`src/rtl/rcs_pkg.sv`:
```
/*
 * Shared constants for the reset configuration strap capture block:
 * strap layout, field positions, reset values, sequencing counts, states.
 * Assumes a single core clock domain and an active high async reset.
 */
package rcs_pkg;

    // =====================================================================
    // strap layout
    localparam int STRAP_W = 16;
    localparam int PLAT_RATIO_LSB = 0;
    localparam int PLAT_RATIO_W = 4;
    localparam int CORE_RATIO_LSB = 4;
    localparam int CORE_RATIO_W = 3;
    localparam int GEN_CFG_LSB = 7;
    localparam int GEN_CFG_W = 9;

    // ratio straps carry no on-chip pull-up; all others do
    localparam logic [STRAP_W-1:0] PULLUP_MASK = 16'hff80;

    // value held before any capture: every bit in its default (high) state
    localparam logic [STRAP_W-1:0] CFG_RESET = 16'hffff;
    localparam logic [STRAP_W-1:0] PIN_OUT_RESET = 16'h0000;

    // =====================================================================
    // ratio encodings
    localparam logic [PLAT_RATIO_W-1:0] PLAT_RATIO_ILLEGAL = 4'h0;
    localparam logic [CORE_RATIO_W-1:0] CORE_RATIO_ILLEGAL = 3'h0;
    // communications-processor ratio to the platform clock, not selectable
    localparam logic [3:0] COMM_RATIO_FIXED = 4'h2;

    // =====================================================================
    // sequencing
    // core clock cycles the pull-ups and receivers stay on after release
    localparam int PULLUP_HOLD_CYC = 8;
    localparam int HOLD_CNT_W = 4;
    localparam logic [HOLD_CNT_W-1:0] HOLD_LAST = 4'(PULLUP_HOLD_CYC - 1);

    typedef enum logic [2:0] {
        ST_IN_RESET = 3'b001,
        ST_HOLD = 3'b010,
        ST_RUN = 3'b100
    } rcs_state_type;

endpackage

```
`src/rtl/rcs_ratio_decode.sv`:
```
/*
 * Decodes the captured ratio fields into the multiplier controls for the
 * platform and core clock generators and drives the fixed ratio control
 * for the communications-processor clock generator.
 * Assumes the captured fields only change while the config is recaptured.
 */
`timescale 1ns/1ps

module rcs_ratio_decode (
    // clock and reset
    input wire logic core_clk,
    input wire logic rst,
    input wire logic clkEn,
    // captured fields
    input wire logic [rcs_pkg::PLAT_RATIO_W-1:0] platRatioCode,
    input wire logic [rcs_pkg::CORE_RATIO_W-1:0] coreRatioCode,
    // multiplier controls
    output logic [rcs_pkg::PLAT_RATIO_W-1:0] platMult,
    output logic [rcs_pkg::CORE_RATIO_W-1:0] coreMult,
    output logic [3:0] commMult,
    output logic ratioValid
);
    import rcs_pkg::*;

    logic [PLAT_RATIO_W-1:0] platMult_q, platMult_d;
    logic [CORE_RATIO_W-1:0] coreMult_q, coreMult_d;
    logic ratioValid_q, ratioValid_d;

    // =====================================================================
    // decode
    always_comb begin
        platMult_d = platRatioCode;
        coreMult_d = coreRatioCode;
        // an all-zero code leaves the clock generator without a ratio
        ratioValid_d = (platRatioCode != PLAT_RATIO_ILLEGAL) &&
                       (coreRatioCode != CORE_RATIO_ILLEGAL);
    end

    always_ff @(posedge core_clk or posedge rst) begin
        if (rst) begin
            platMult_q <= CFG_RESET[PLAT_RATIO_LSB +: PLAT_RATIO_W];
            coreMult_q <= CFG_RESET[CORE_RATIO_LSB +: CORE_RATIO_W];
            ratioValid_q <= 1'b0;
        end else if (clkEn) begin
            platMult_q <= platMult_d;
            coreMult_q <= coreMult_d;
            ratioValid_q <= ratioValid_d;
        end
    end

    assign platMult = platMult_q;
    assign coreMult = coreMult_q;
    assign ratioValid = ratioValid_q;
    assign commMult = COMM_RATIO_FIXED;

endmodule // rcs_ratio_decode

```
`src/rtl/rcs_strap_capture.sv`:
```
/*
 * Power-on configuration strap capture: shared output pins act as inputs
 * with gated pull-ups while hard reset is held, are latched on release,
 * then return to output duty; captured ratio fields feed the clock setup.
 * Assumes hard_reset_n and the strap pin levels are synchronous to core_clk.
 * Limitation: straps are taken once, at the first edge that sees the pin
 * high; a strap that settles later is missed, so the board holds it steady.
 */
// Summary of operation
// - While hard reset is held low every strap pin is an input so the board level is seen.
// - The level on every strap pin is stored in the config register as hard reset releases.
// - After capture the input receivers are switched off and the pins resume output duty.
// - Pull-ups are on only in hard reset and a few cycles after, and drop with the receivers.
// - A pulled-up strap left open reads high, which selects that bit's default setting.
// - Platform and core ratio straps get no pull-up, so the board must drive them.
// - The platform clock multiple of the reference clock comes from the captured field.
// - The core clock multiple of the platform clock comes from the captured field.
// - The communications-processor clock ratio is fixed and nothing can change it.
`timescale 1ns/1ps

module rcs_strap_capture (
    // clock, reset, enable
    input wire logic core_clk,
    input wire logic rst,
    input wire logic clkEn,
    // hard reset pin, active low
    input wire logic hard_reset_n,
    // strap pins, two-way
    input wire logic [rcs_pkg::STRAP_W-1:0] strapIn,
    output logic [rcs_pkg::STRAP_W-1:0] strapOut,
    output logic [rcs_pkg::STRAP_W-1:0] strapOe_n,
    // pad controls
    output logic [rcs_pkg::STRAP_W-1:0] pullUpEn,
    output logic [rcs_pkg::STRAP_W-1:0] rxEn,
    // normal function data for the pins
    input wire logic [rcs_pkg::STRAP_W-1:0] funcOut,
    // captured configuration
    output logic [rcs_pkg::STRAP_W-1:0] cfgBits,
    output logic [rcs_pkg::GEN_CFG_W-1:0] genCfg,
    output logic cfgCaptured,
    // clock generator controls
    output logic [rcs_pkg::PLAT_RATIO_W-1:0] platMult,
    output logic [rcs_pkg::CORE_RATIO_W-1:0] coreMult,
    output logic [3:0] commMult,
    output logic ratioValid
);
    import rcs_pkg::*;

    // =====================================================================
    // state
    rcs_state_type state_q, state_d;
    logic [HOLD_CNT_W-1:0] holdCnt_q, holdCnt_d;
    logic [STRAP_W-1:0] cfg_q, cfg_d;
    logic captured_q, captured_d;
    // first enabled edge in reset that sees the pin released
    logic capStrobe;
    // pad cells follow the next state so pads and state move together
    logic padRun;
    wire logic [STRAP_W-1:0] oeNBits;
    wire logic [STRAP_W-1:0] rxBits;
    wire logic [STRAP_W-1:0] pullUpBits;
    wire logic [STRAP_W-1:0] pinOutBits;

    // =====================================================================
    // sequencer
    always_comb begin
        state_d = state_q;
        unique case (state_q)
            ST_IN_RESET: begin
                if (hard_reset_n) begin
                    state_d = ST_HOLD;
                end
            end
            ST_HOLD: begin
                if (!hard_reset_n) begin
                    state_d = ST_IN_RESET;
                end else if (holdCnt_q == HOLD_LAST) begin
                    state_d = ST_RUN;
                end
            end
            ST_RUN: begin
                if (!hard_reset_n) begin
                    state_d = ST_IN_RESET;
                end
            end
            default: begin
                state_d = ST_IN_RESET;
            end
        endcase
    end

    always_ff @(posedge core_clk or posedge rst) begin
        if (rst) begin
            state_q <= ST_IN_RESET;
        end else if (clkEn) begin
            state_q <= state_d;
        end
    end

    // =====================================================================
    // hold timer
    // counts the edges after release while pull-ups and receivers stay on
    always_comb begin
        holdCnt_d = holdCnt_q;
        if (state_q != ST_HOLD) begin
            holdCnt_d = '0;
        end else if (hard_reset_n && (holdCnt_q != HOLD_LAST)) begin
            holdCnt_d = holdCnt_q + 4'h1;
        end
    end

    always_ff @(posedge core_clk or posedge rst) begin
        if (rst) begin
            holdCnt_q <= '0;
        end else if (clkEn) begin
            holdCnt_q <= holdCnt_d;
        end
    end

    // =====================================================================
    // configuration capture
    // straps are looked at on this one edge only, never while pins drive
    assign capStrobe = (state_q == ST_IN_RESET) && hard_reset_n;

    always_comb begin
        cfg_d = cfg_q;
        captured_d = captured_q;
        if (capStrobe) begin
            cfg_d = strapIn;
            captured_d = 1'b1;
        end
    end

    always_ff @(posedge core_clk or posedge rst) begin
        if (rst) begin
            cfg_q <= CFG_RESET;
            captured_q <= 1'b0;
        end else if (clkEn) begin
            cfg_q <= cfg_d;
            captured_q <= captured_d;
        end
    end

    // =====================================================================
    // pad control, one cell per strap pin
    // registered so the pads never see decode glitches from the state
    assign padRun = (state_d == ST_RUN);

    for (genvar b = 0; b < STRAP_W; b++) begin : gPad
        logic oeN_q, oeN_d;
        logic rx_q, rx_d;
        logic pullUp_q, pullUp_d;
        logic pinOut_q, pinOut_d;

        always_comb begin
            oeN_d = 1'b1;
            rx_d = 1'b1;
            pinOut_d = PIN_OUT_RESET[b];
            pullUp_d = PULLUP_MASK[b];
            if (padRun) begin
                oeN_d = 1'b0;
                rx_d = 1'b0;
                pullUp_d = 1'b0;
                pinOut_d = funcOut[b];
            end
        end

        always_ff @(posedge core_clk or posedge rst) begin
            if (rst) begin
                oeN_q <= 1'b1;
                rx_q <= 1'b1;
                pullUp_q <= PULLUP_MASK[b];
                pinOut_q <= PIN_OUT_RESET[b];
            end else if (clkEn) begin
                oeN_q <= oeN_d;
                rx_q <= rx_d;
                pullUp_q <= pullUp_d;
                pinOut_q <= pinOut_d;
            end
        end

        assign oeNBits[b] = oeN_q;
        assign rxBits[b] = rx_q;
        assign pullUpBits[b] = pullUp_q;
        assign pinOutBits[b] = pinOut_q;
    end

    assign strapOe_n = oeNBits;
    assign rxEn = rxBits;
    assign pullUpEn = pullUpBits;
    assign strapOut = pinOutBits;

    // =====================================================================
    // captured configuration
    assign cfgBits = cfg_q;
    assign genCfg = cfg_q[GEN_CFG_LSB +: GEN_CFG_W];
    assign cfgCaptured = captured_q;

    // =====================================================================
    // clock ratio controls
    // ratio codes settle one edge after capture, well inside the hold time
    rcs_ratio_decode uRatio (
        .core_clk(core_clk),
        .rst(rst),
        .clkEn(clkEn),
        .platRatioCode(cfg_q[PLAT_RATIO_LSB +: PLAT_RATIO_W]),
        .coreRatioCode(cfg_q[CORE_RATIO_LSB +: CORE_RATIO_W]),
        .platMult(platMult),
        .coreMult(coreMult),
        .commMult(commMult),
        .ratioValid(ratioValid)
    );

endmodule // rcs_strap_capture

```
`config.mk`:
```
export PLATFORM = sky130hd
export DESIGN_NAME = rcs_strap_capture
export DESIGN_NICKNAME = d
export VERILOG_FILES = /design/src/rtl/rcs_pkg.sv /design/src/rtl/rcs_ratio_decode.sv /design/src/rtl/rcs_strap_capture.sv
export SDC_FILE = /design/constraint.sdc
export NUM_CORES = 1
export LEC_CHECK = 0
export BUFFER_PORTS_ARGS = -buffer_cell sky130_fd_sc_hd__buf_2
export CAP_MARGIN = 20
export CORE_ASPECT_RATIO = 0.7
export CORE_MARGIN = 10
export CORE_UTILIZATION = 45
export DETAILED_ROUTE_END_ITERATION = 10
export HOLD_SLACK_MARGIN = 0.15
export PLACE_DENSITY = 0.8
export SETUP_SLACK_MARGIN = 0.5
export SYNTH_ARGS = -nofsm -noshare
export SYNTH_HDL_FRONTEND = slang
export SYNTH_SLANG_ARGS = --single-unit
```
`constraint.sdc`:
```
create_clock -name core_clk -period 2 [get_ports core_clk]
set_clock_uncertainty 0.1 [all_clocks]
set_input_delay 0.3 -clock core_clk [delete_from_list [all_inputs] [get_ports core_clk]]
set_output_delay 0.3 -clock core_clk [all_outputs]
set_load 0.01 [all_outputs]
```
After elaboration in Yosys (flattened, before gate mapping)

Index checks and enable logic that the tools add are counted.

Output and inout bits: 102
Input bits: 36
Flip-flop bits (word level): 49

Add/sub/neg operators: 1
Muxes and demuxes: 24
Reductions and logical operators: 8
Equal/unequal tests: 7

Operator list:

| kind                  | number |
|---|---|
| $mux W1               | 17 |
| $mux W3               | 4 |
| $pmux W3 S3           | 1 |
| $mux W4               | 2 |
| $eq A3 B3 Y1 const B  | 2 |
| $add A4 B1 Y4 const B | 1 |
| $eq A4 B3 Y1 const B  | 1 |
| $ne A4 B3 Y1 const B  | 1 |
| $reduce_and A2 Y1     | 2 |
| $reduce_bool A4 Y1    | 1 |
| $eq A3 B1 Y1 const B  | 1 |
| $eq A3 B2 Y1 const B  | 1 |
| $logic_and A1 B1 Y1   | 3 |
| $ne A3 B2 Y1 const B  | 1 |
| $reduce_bool A3 Y1    | 1 |
| $reduce_bool A2 Y1    | 1 |

Logic depth before layout (Yosys ltp)

Gate-level depths: netlist (run 1).

Depth after elaboration: 6
Mapped depth: 5
Depth with buffers taken out: 4

Modules after synthesis

From an unflattened synthesis (run 1), not the netlist that was laid out.

Cell total of the unflattened synthesis: 249
Area, all modules: 2742.6 µm²

By module, submodules not included:

| module            | cells each | instances | seq. area each (µm²) | area each (µm²) |
|---|---|---|---|---|
| rcs_strap_capture | 221        | 1         | 1048.5               | 2334.7 |
| rcs_ratio_decode  | 28         | 1         | 209.0                | 407.9 |

Worst setup path after synthesis (run 1)

Ideal clock, no wire load.

Path type: register to register
Start: reg holdCnt_q[0]
End: reg gPad[10].pinOut_q
Data arrival time: 1585 ps
Cell stages (with the launch flop): 6
Buffers on the path: 1
Clock period less this slack: 1750 ps
Setup slack: 250 ps
Cell sequence: dfrtp_1 > ha_1 > nand3b_1 > a2111oi_4 > buf_6 > a22o_2

Longest elaborated chain between the ends: 6

RTL lines:

| element                | line                     | source |
|---|---|---|
| start, declared        | rcs_strap_capture.sv:52  | `logic [HOLD_CNT_W-1:0] holdCnt_q, holdCnt_d;` |
| start signal, assigned | rcs_strap_capture.sv:116 | `holdCnt_q <= holdCnt_d;` |
| $eq A4 B3 Y1           | rcs_strap_capture.sv:77  | `end else if (holdCnt_q == HOLD_LAST) begin` |
| $mux W3                | rcs_strap_capture.sv:77  |  |
| $mux W3                | rcs_strap_capture.sv:75  | `if (!hard_reset_n) begin` |
| $pmux W3 S3            | rcs_strap_capture.sv:68  | `unique case (state_q)` |
| $eq A3 B3 Y1           | rcs_strap_capture.sv:147 | `assign padRun = (state_d == ST_RUN);` |
| $mux W1                | rcs_strap_capture.sv:160 | `if (padRun) begin` |
| end signal, assigned   | rcs_strap_capture.sv:173 | `pinOut_q <= PIN_OUT_RESET[b];` |
| end signal, assigned   | rcs_strap_capture.sv:178 | `pinOut_q <= pinOut_d;` |
| end, declared          | rcs_strap_capture.sv:153 | `logic pinOut_q, pinOut_d;` |

Every way passes these cells.
A chain may end at the register's enable or synchronous reset.

Worst setup path after layout (run 1)

Start: reg holdCnt_q[0]
End: reg gPad[6].pinOut_q

Longest elaborated chain between the ends: 6

RTL lines:

| element              | line |
|---|---|
| $eq A4 B3 Y1         | rcs_strap_capture.sv:77 |
| $mux W3              | rcs_strap_capture.sv:77 |
| $mux W3              | rcs_strap_capture.sv:75 |
| $pmux W3 S3          | rcs_strap_capture.sv:68 |
| $eq A3 B3 Y1         | rcs_strap_capture.sv:147 |
| $mux W1              | rcs_strap_capture.sv:160 |
| end signal, assigned | rcs_strap_capture.sv:173 |
| end signal, assigned | rcs_strap_capture.sv:178 |
| end, declared        | rcs_strap_capture.sv:153 |

Every way passes these cells.

==> results by group, run 1 <==
Timing
  – Clock period minus final worst setup slack: ~1.7 ns
  – TNS Setup: 0 ns
  – F_max: ~590 MHz
  – Setup violations, final: 0
  – Count of final max-slew check failures: 0
  – Actual slew at the worst max-slew pin: approximately 0.56 ns
  – Hold violation total from the final report: 0
  – RSZ-0062 raised after global routing: yes
  – Worst relative slew slack: between 60% and 70%
  – Tcrit/Tclk final: about 84%

Detailed routing
  – Via count: 1927
  – Total Wirelength: between 7000 and 8000 um
  – DR WL/cell: 18.0 um
  – Number of DRC markers in iteration 0: between 60 and 70
  – Post-route ant nets: 0
  – Drt pass-1 iters: 4
  – DRC Markers: 0
  – Post-DR vias/cell: between 4 and 5

Synth
  – Share of the synthesized area in the top cell type: between 20 and 30%
  – Leading post-synthesis cells by cell area: dfstp_2 (26%), dfrtp_1 (23%), buf_4 (23%)
  – Synthesized area: 2560 um^2
  – #FFs+latches synth: 49
  – Synth cell types: 35
  – Post-Syn Instances: between 200 and 250
  – Seq/Total Area, Yosys: approximately half
  – Syn Area/Cell: about 12 um^2
  – Ys Warns: 0
  – Yosys top cell by area: dfstp_2

Clock network
  – CTS Buf Count: 5
  – Htree depth: 2
  – Clock Tree Root: clkbuf_8
  – Worst-path clk slew: about 0.09 ns
  – Worst-Skew Late Latency: 0.29 ns
  – Clock tree from TritonCTS: built
  – Clk buf depth: 2
  – Clock Sinks: between 40 and 50

Global routing
  – Global route overflow: 0
  – Largest net degree at the start of global routing: 22
  – Vias in the first global route: about 1.9k
  – Total global routing track utilization: between 10 and 15%
  – First-pass GRT wire length: about 11000 um
  – Antenna violations before repair: 0

Power and ir drop
  – Power, Total: approximately 3.3 mW
  – Peak VDD IR: roughly 0.0009 V
  – Power density over cell area: ~930 nW/um^2
  – Leakage: ~1.7 nW

Job
  – MaxCap Viol Count: 0

Worst setup path
  – Critical Path End Type: register
  – WS Path Type: register to register
  – Worst EP required: 2.13 ns
  – Launch point of the worst path: holdCnt_q[0]$_DFFE_PP0P_
  – Worst path arrival time: 1.81 ns
  – Worst r2r src: holdCnt_q[0]$_DFFE_PP0P_
  – Startpoint types: register
  – CP max FO: 11

Place
  – Final HPWL from detailed placement: approximately 4600 um
  – Port Buffers: about 130
  – GPL Wtd Cong: ~0.7

Status
  – Status: complete, no violations

Worst hold path
  – Worst Hold Class: input port to register
  – Hold Crit Start: clkEn

Finish
  – Layout cell share with drive strength beyond 1: about two thirds
  – Synthesis-to-layout area growth: 37.6%
  – # fillers: roughly 400
  – Multi-input gate area: ~770 um^2
  – Nets@finish: 366
  – Register area: about 1300 um^2
  – Antenna Cells: 0

Die
  – Initial Util: 47.7%
  – Chip width: 110 um
  – # IOs: roughly 140
  – Die span in y: a little over 80 um
  – Die footprint: 9160 um^2
  – Core ar.: between 5000 and 6000 um^2
  – # rows: 22
kinds of logic after synthesis:
group,Yosys count,share of synthesized area [%]
buffers and inverters,87,24.4
flip-flops,49,49.1
AO/OA/AOI/OAI,29,10.4
multiplexers,23,10.1
AND/OR/NAND/NOR,22,4.88
other,2,0.293
adder cells (fa/ha/maj),1,0.488
XOR/XNOR,1,0.342
state kept, by name, summed over array words and instances, names as in the netlist, 3 cells and up:
name and cells:
cfgBits 16, gPad.pinOut_q 16, holdCnt_q 4, uRatio.platMult 4, state_q 3, uRatio.coreMult 3
area by class of cell:
class | instances | share of cell area (%)
Multi-Input combinational cell | 87 | 21.9
Timing Repair Buffer | 182 | 36.7
Clock buffer | 5 | 1.95
Clock inverter | 3 | 0.568
Sequential cell | 49 | 35.8
Tap cell | 72 | 2.55
Inverter | 4 | 0.532
final timing paths:
| check | end | slack (ns) | depth (start not counted) |
|---|---|---|---|
| hold reg to reg | cfgCaptured$_DFFE_PP0P_ | 0.37 | 1 |
| hold / removal | uRatio.coreMult[1]$_DFFE_PP1P_ | 0.25 | 2 |
| setup reg to reg | gPad[6].pinOut_q$_DFFE_PP0P_ | 0.32 | 5 |
| min in group asynchronous | gPad[14].pinOut_q$_DFFE_PP0P_ | 0.48 | 3 |
| setup / recovery | gPad[6].pinOut_q$_DFFE_PP0P_ | 0.32 | 5 |
| max in group asynchronous | cfgBits[1]$_DFFE_PP1P_ | 0.72 | 4 |
synth_stat cells:
cell type / number
a22oi_1: 1
nor3_1: 2
nand3_1: 1
a22o_2: 8
a22o_1: 8
ha_1: 1
dfstp_2: 25
or3_1: 2
nand3b_1: 1
nor3b_1: 1
o2bb2ai_1: 2
buf_4: 77
conb_1: 2
a21oi_1: 3
inv_1: 4
nor2_1: 4
nand2b_1: 2
nand4_1: 2
nand2_1: 3
o22ai_1: 1
o211a_1: 1
a2111oi_4: 1
o221ai_1: 1
mux2_2: 23
or3b_2: 1
buf_6: 1
and2_1: 1
nand3_2: 1
xnor2_1: 1
a211o_1: 1
dfrtp_1: 24
a21o_1: 2
clkbuf_1: 3
buf_2: 2
nor4_1: 1
through the flow:
step	hold slack [ns]	utilization [%]	cells	instance area, um^2	setup slack [ns]
2_1_floorplan	0.227	-	223	2610	0.315
3_3_place_gp	0.247	51.4	344	2760	0.318
3_5_place_dp	0.259	51.4	344	2760	0.273
4_1_cts	0.242	63.5	393	3410	0.307
5_1_grt	0.242	65.7	402	3530	0.260
6_report	0.252	65.7	402	3530	0.317
what timing repair did:
item | CTS | global route
endpoints found under the setup margin | 76 | 76
resized for setup | 34 | 6
hold endpoints to repair | 50 | 0
pin swaps | 4 | 4
cloned | 2 | 1
buffers inserted | 6 | 8
hold buffers | 33 | 0
where the power goes:
part	switching [mW]	internal (mW)	total, mW
clock	0.332	0.250	0.582
combinational	0.529	0.548	1.08
sequential	0.195	1.43	1.62
total	1.06	2.22	3.28
per-layer routing:
| metal | GRT usage [%] | vias to the layer above | share of wire [%] |
|---|---|---|---|
| li1 | - | 874 | - |
| met1 | 15.6 | 935 | 35 |
| met2 | 25.6 | 108 | 51 |
| met3 | 5.09 | 10 | 12 |
| met4 | 4.51 | 0 | 1.8 |
| met5 | 0 | - | 0 |
worst max-delay path: stages, from the launching register on:
cell and delay [ns]:
dfrtp_1 0.38, ha_2 0.19, nand3b_1 0.18, a2111oi_4 0.40, buf_6 0.20, a22o_1 0.16
layout by cell type (no fill, tap or decap), types with 3 or more instances in the layout:
cell type      Yosys  routed
conb_1             2      11
buf_4             77      15
a22o_1             8       8
clkbuf_8           0       5
nand2_1            3       3
dfstp_2           25      24
buf_2              2     110
inv_1              4       3
nor2_1             4       3
a22o_2             8       3
a22o_4             0       5
a21oi_1            3       3
buf_6              1      21
dfrtp_1           24      22
dlygate4sd3_1      0      33
mux2_2            23      23
(Power assumes the default switching activity.)
==> run 2, diff against run 1 <==
- CORE_UTILIZATION: 45 -> 41
- PLACE_DENSITY: 0.8 -> 0.77
- clock period: 2 -> 1.4 ns (I/O delays scaled with it)
==> run 2 against run 1 <==
The run now ends with hold timing, setup timing left. Non-clock buffer count up 8. Count of clock-buffer cells in the layout grew 1. Via count is 1.0% higher. First-iteration DRC count is 14% lower. Sequential share of layout area is 5.2 points lower. Clock power up 100%. Critical endpoint is now gPad[0].pinOut_q$_DFFE_PP0P_.
==> results by group, run 2 (synthesis results as in run 1) <==
Finish
  – Synthesis-to-layout area growth: 61.0%
  – Antenna Cells: 0 (unchanged)
  – Final instance area: 4130 um^2 (+17%)
  – Nets@finish: 374 (+2.2%)
  – Commonest cells after routing, fill and taps aside: buf_6 (89), buf_2 (53), buf_4 (38)
  – Finished Layout Cells: 413 (+2.7%)
  – Commonest non-fill, non-tap cell in the layout: buf_6
  – Final core utilization: 69.9% (+4.2 points)
  – # fillers: 394 (unchanged)
  – Layout cell share with drive strength beyond 1: 80.8% (+13 points)

Timing
  – Setup WS post-layout: -0.294 ns (-0.611 ns)
  – RSZ-0062 raised after global routing: yes
  – Setup violations, final: 81 (+81)
  – Final hold slack: -0.212 ns (-0.464 ns)
  – F_max: 590 MHz (-0.67%)
  – Hold violation total from the final report: 8 (+8)
  – Count of final max-slew check failures: 0 (unchanged)
  – Tcrit/Tclk final: 121% (+37 points)
  – Clock period minus final worst setup slack: 1.69 ns (+0.0113 ns)

Worst setup path
  – Startpoint types: register
  – WS Path Type: register to register
  – Critical Path End Type: register
  – Worst path arrival time: 1.85 ns (+0.04 ns)
  – Worst EP required: 1.55 ns (-0.58 ns)
  – CP max FO: 7 (-4)

Place
  – Final HPWL from detailed placement: 4620 um (+0.85%)
  – Port Buffers: 126 (unchanged)
  – DP Area: 2940 um^2 (+6.7%)
  – Placement Setup Slack: -0.232 ns (-0.505 ns)
  – Cells after DPL: 360 (+4.7%)
  – GPL Wtd Cong: 0.787 (+9.3%)

Power and ir drop
  – Leakage: 2.03 nW (+17%)
  – NetSw: 1.86 mW (+76%)
  – Power, Total: 6.30 mW (+92%)
  – Seq pwr share: 38.7% (-11 points)
  – Combinational Power Share: 42.7% (+9.9 points)
  – Internal power: 4.44 mW (+100%)
  – Power density over cell area: 1530 nW/um^2 (+64%)
  – Peak VDD IR: 0.00148 V (+63%)
  – Clock power share: 18.6% (+0.9 points)
  – Sw frac: 29.6% (-2.6 points)

Detailed routing
  – Post-DR vias/cell: 4.71 (-1.7%)
  – Top Metal Used: met4
  – Routed met3 length: 806 um (-9.0%)
  – Total Wirelength: 7870 um (+8.6%)
  – DR WL/cell: 19.1 um (+5.7%)
  – Drt pass-1 iters: 4 (unchanged)
  – Post-route ant nets: 0 (unchanged)
  – Number of DRC markers in iteration 0: 56 (-14%)
  – Met2 Wirelength: 3800 um (+2.3%)
  – Via count: 1947 (+1.0%)
  – Met1 wire length: 3220 um (+28%)
  – DRC Markers: 0 (unchanged)

Clock network
  – Worst-Skew Late Latency: 0.31 ns (+0.02 ns)
  – Clock Sinks: 49 (unchanged)
  – Clock Tree Root: clkbuf_8
  – Htree depth: 2 (unchanged)
  – Worst-path clk slew: 0.10 ns (about the same)
  – Clk buf depth: 2 (unchanged)
  – Clock tree from TritonCTS: built
  – CTS Buf Count: 5 (unchanged)

Die
  – Core ar.: 5900 um^2 (+9.9%)
  – Die span in y: 86.1 um (+3.6%)
  – Die footprint: 9860 um^2 (+7.7%)
  – # IOs: 138 (unchanged)
  – Chip width: 114 um (+3.9%)
  – # rows: 23 (+4.5%)
  – Initial Util: 43.4% (-4.3 points)

Global routing
  – Antenna violations before repair: 0 (unchanged)
  – First-pass GRT wire length: 10600 um (+0.46%)
  – Largest net degree at the start of global routing: 22 (unchanged)
  – Total global routing track utilization: 13.3% (-1.2 points)
  – Global route overflow: 0 (unchanged)
  – Vias in the first global route: 1949 (+0.21%)

Status
  – Status: finished, violations left
  – Failing checks: hold timing, setup timing

Worst hold path
  – Worst Hold Class: input port to asynchronous set/reset pin

Job
  – MaxCap Viol Count: 0 (unchanged)
## run 2: cell types whose count changed in the layout (fill, tap and decap cells not counted), moves of 2 or more
cell and change:
mux2_2 -7, buf_4 +23, buf_2 -57, nor3_1 -2, buf_12 +3, a22o_2 +2
clkbuf_16 +3, dlygate4sd3_1 -33, nor3_2 +2, buf_6 +68, mux2_4 +7, buf_8 +2
a22o_4 -2
## run 2: worst paths after layout
check	startpoint	to	slack [ns]	cells after the start
min in group core_clk	funcOut[3]	gPad[3].pinOut_q$_DFFE_PP0P_	0	2
worst max register to register	state_q[1]$_DFFE_PP0P_	gPad[0].pinOut_q$_DFFE_PP0P_	-0.29	5
worst max-delay path	state_q[1]$_DFFE_PP0P_	gPad[0].pinOut_q$_DFFE_PP0P_	-0.29	5
worst min-delay path	rst	holdCnt_q[0]$_DFFE_PP0P_	-0.21	2
max in group asynchronous	rst	gPad[15].pinOut_q$_DFFE_PP0P_	0.90	3
worst min register to register	cfgCaptured$_DFFE_PP0P_	cfgCaptured$_DFFE_PP0P_	0.38	1
## run 2: area by class of cell
type / instances / area (um^2) / area share, %
repair buffers: 190 / 1760 / 42.6
flip-flops and latches: 49 / 1260 / 30.6
multi-input cells: 87 / 858 / 20.8
clock buffers: 6 / 93.8 / 2.27
well taps: 75 / 93.8 / 2.27
clock inverters: 2 / 38.8 / 0.940
inverters: 4 / 18.8 / 0.455
## run 2: power groups by stage
stage / registers (mW) / logic (mW) / clock network (mW)
2_1_floorplan: 2.53 / 0.928 / 0
3_3_place_gp: 2.30 / 1.53 / 0
3_5_place_dp: 2.33 / 1.55 / 0
4_1_cts: 2.44 / 2.47 / 1.17
5_1_grt: 2.49 / 2.88 / 1.26
6_report: 2.44 / 2.69 / 1.17
## run 2: repair_timing
item / CTS / global route
gates cloned: 1 / 3
endpoints found under the setup margin: 133 / 140
setup buffers: 25 / 16
gates resized for setup: 74 / 49
endpoints found under the hold margin: 49 / 49
pin swaps: 12 / 8
## run 2: worst max-delay path, cell delays in order (launching register included)
cell       delay [ns]
dfrtp_2          0.48
nand2b_1         0.20
a2111oi_4        0.39
buf_6            0.18
clkbuf_16        0.14
a22o_2           0.14
## run 2: metrics by stage
step | setup TNS, ns | hold slack [ns]
after CTS | -11.23 | -0.207
after global placement | -3.26 | 0.134
final | -16.34 | -0.212
after detailed placement | -4.44 | 0.132
after floorplan | -4.58 | 0.137
after global routing | -20.65 | -0.208
## run 2: per-layer routing
layer  track usage [%]  up-vias
met5                 0        -
met4              3.06        0
met3              7.45        7
met2              20.7       95
met1              15.7      950
li1                  -      895
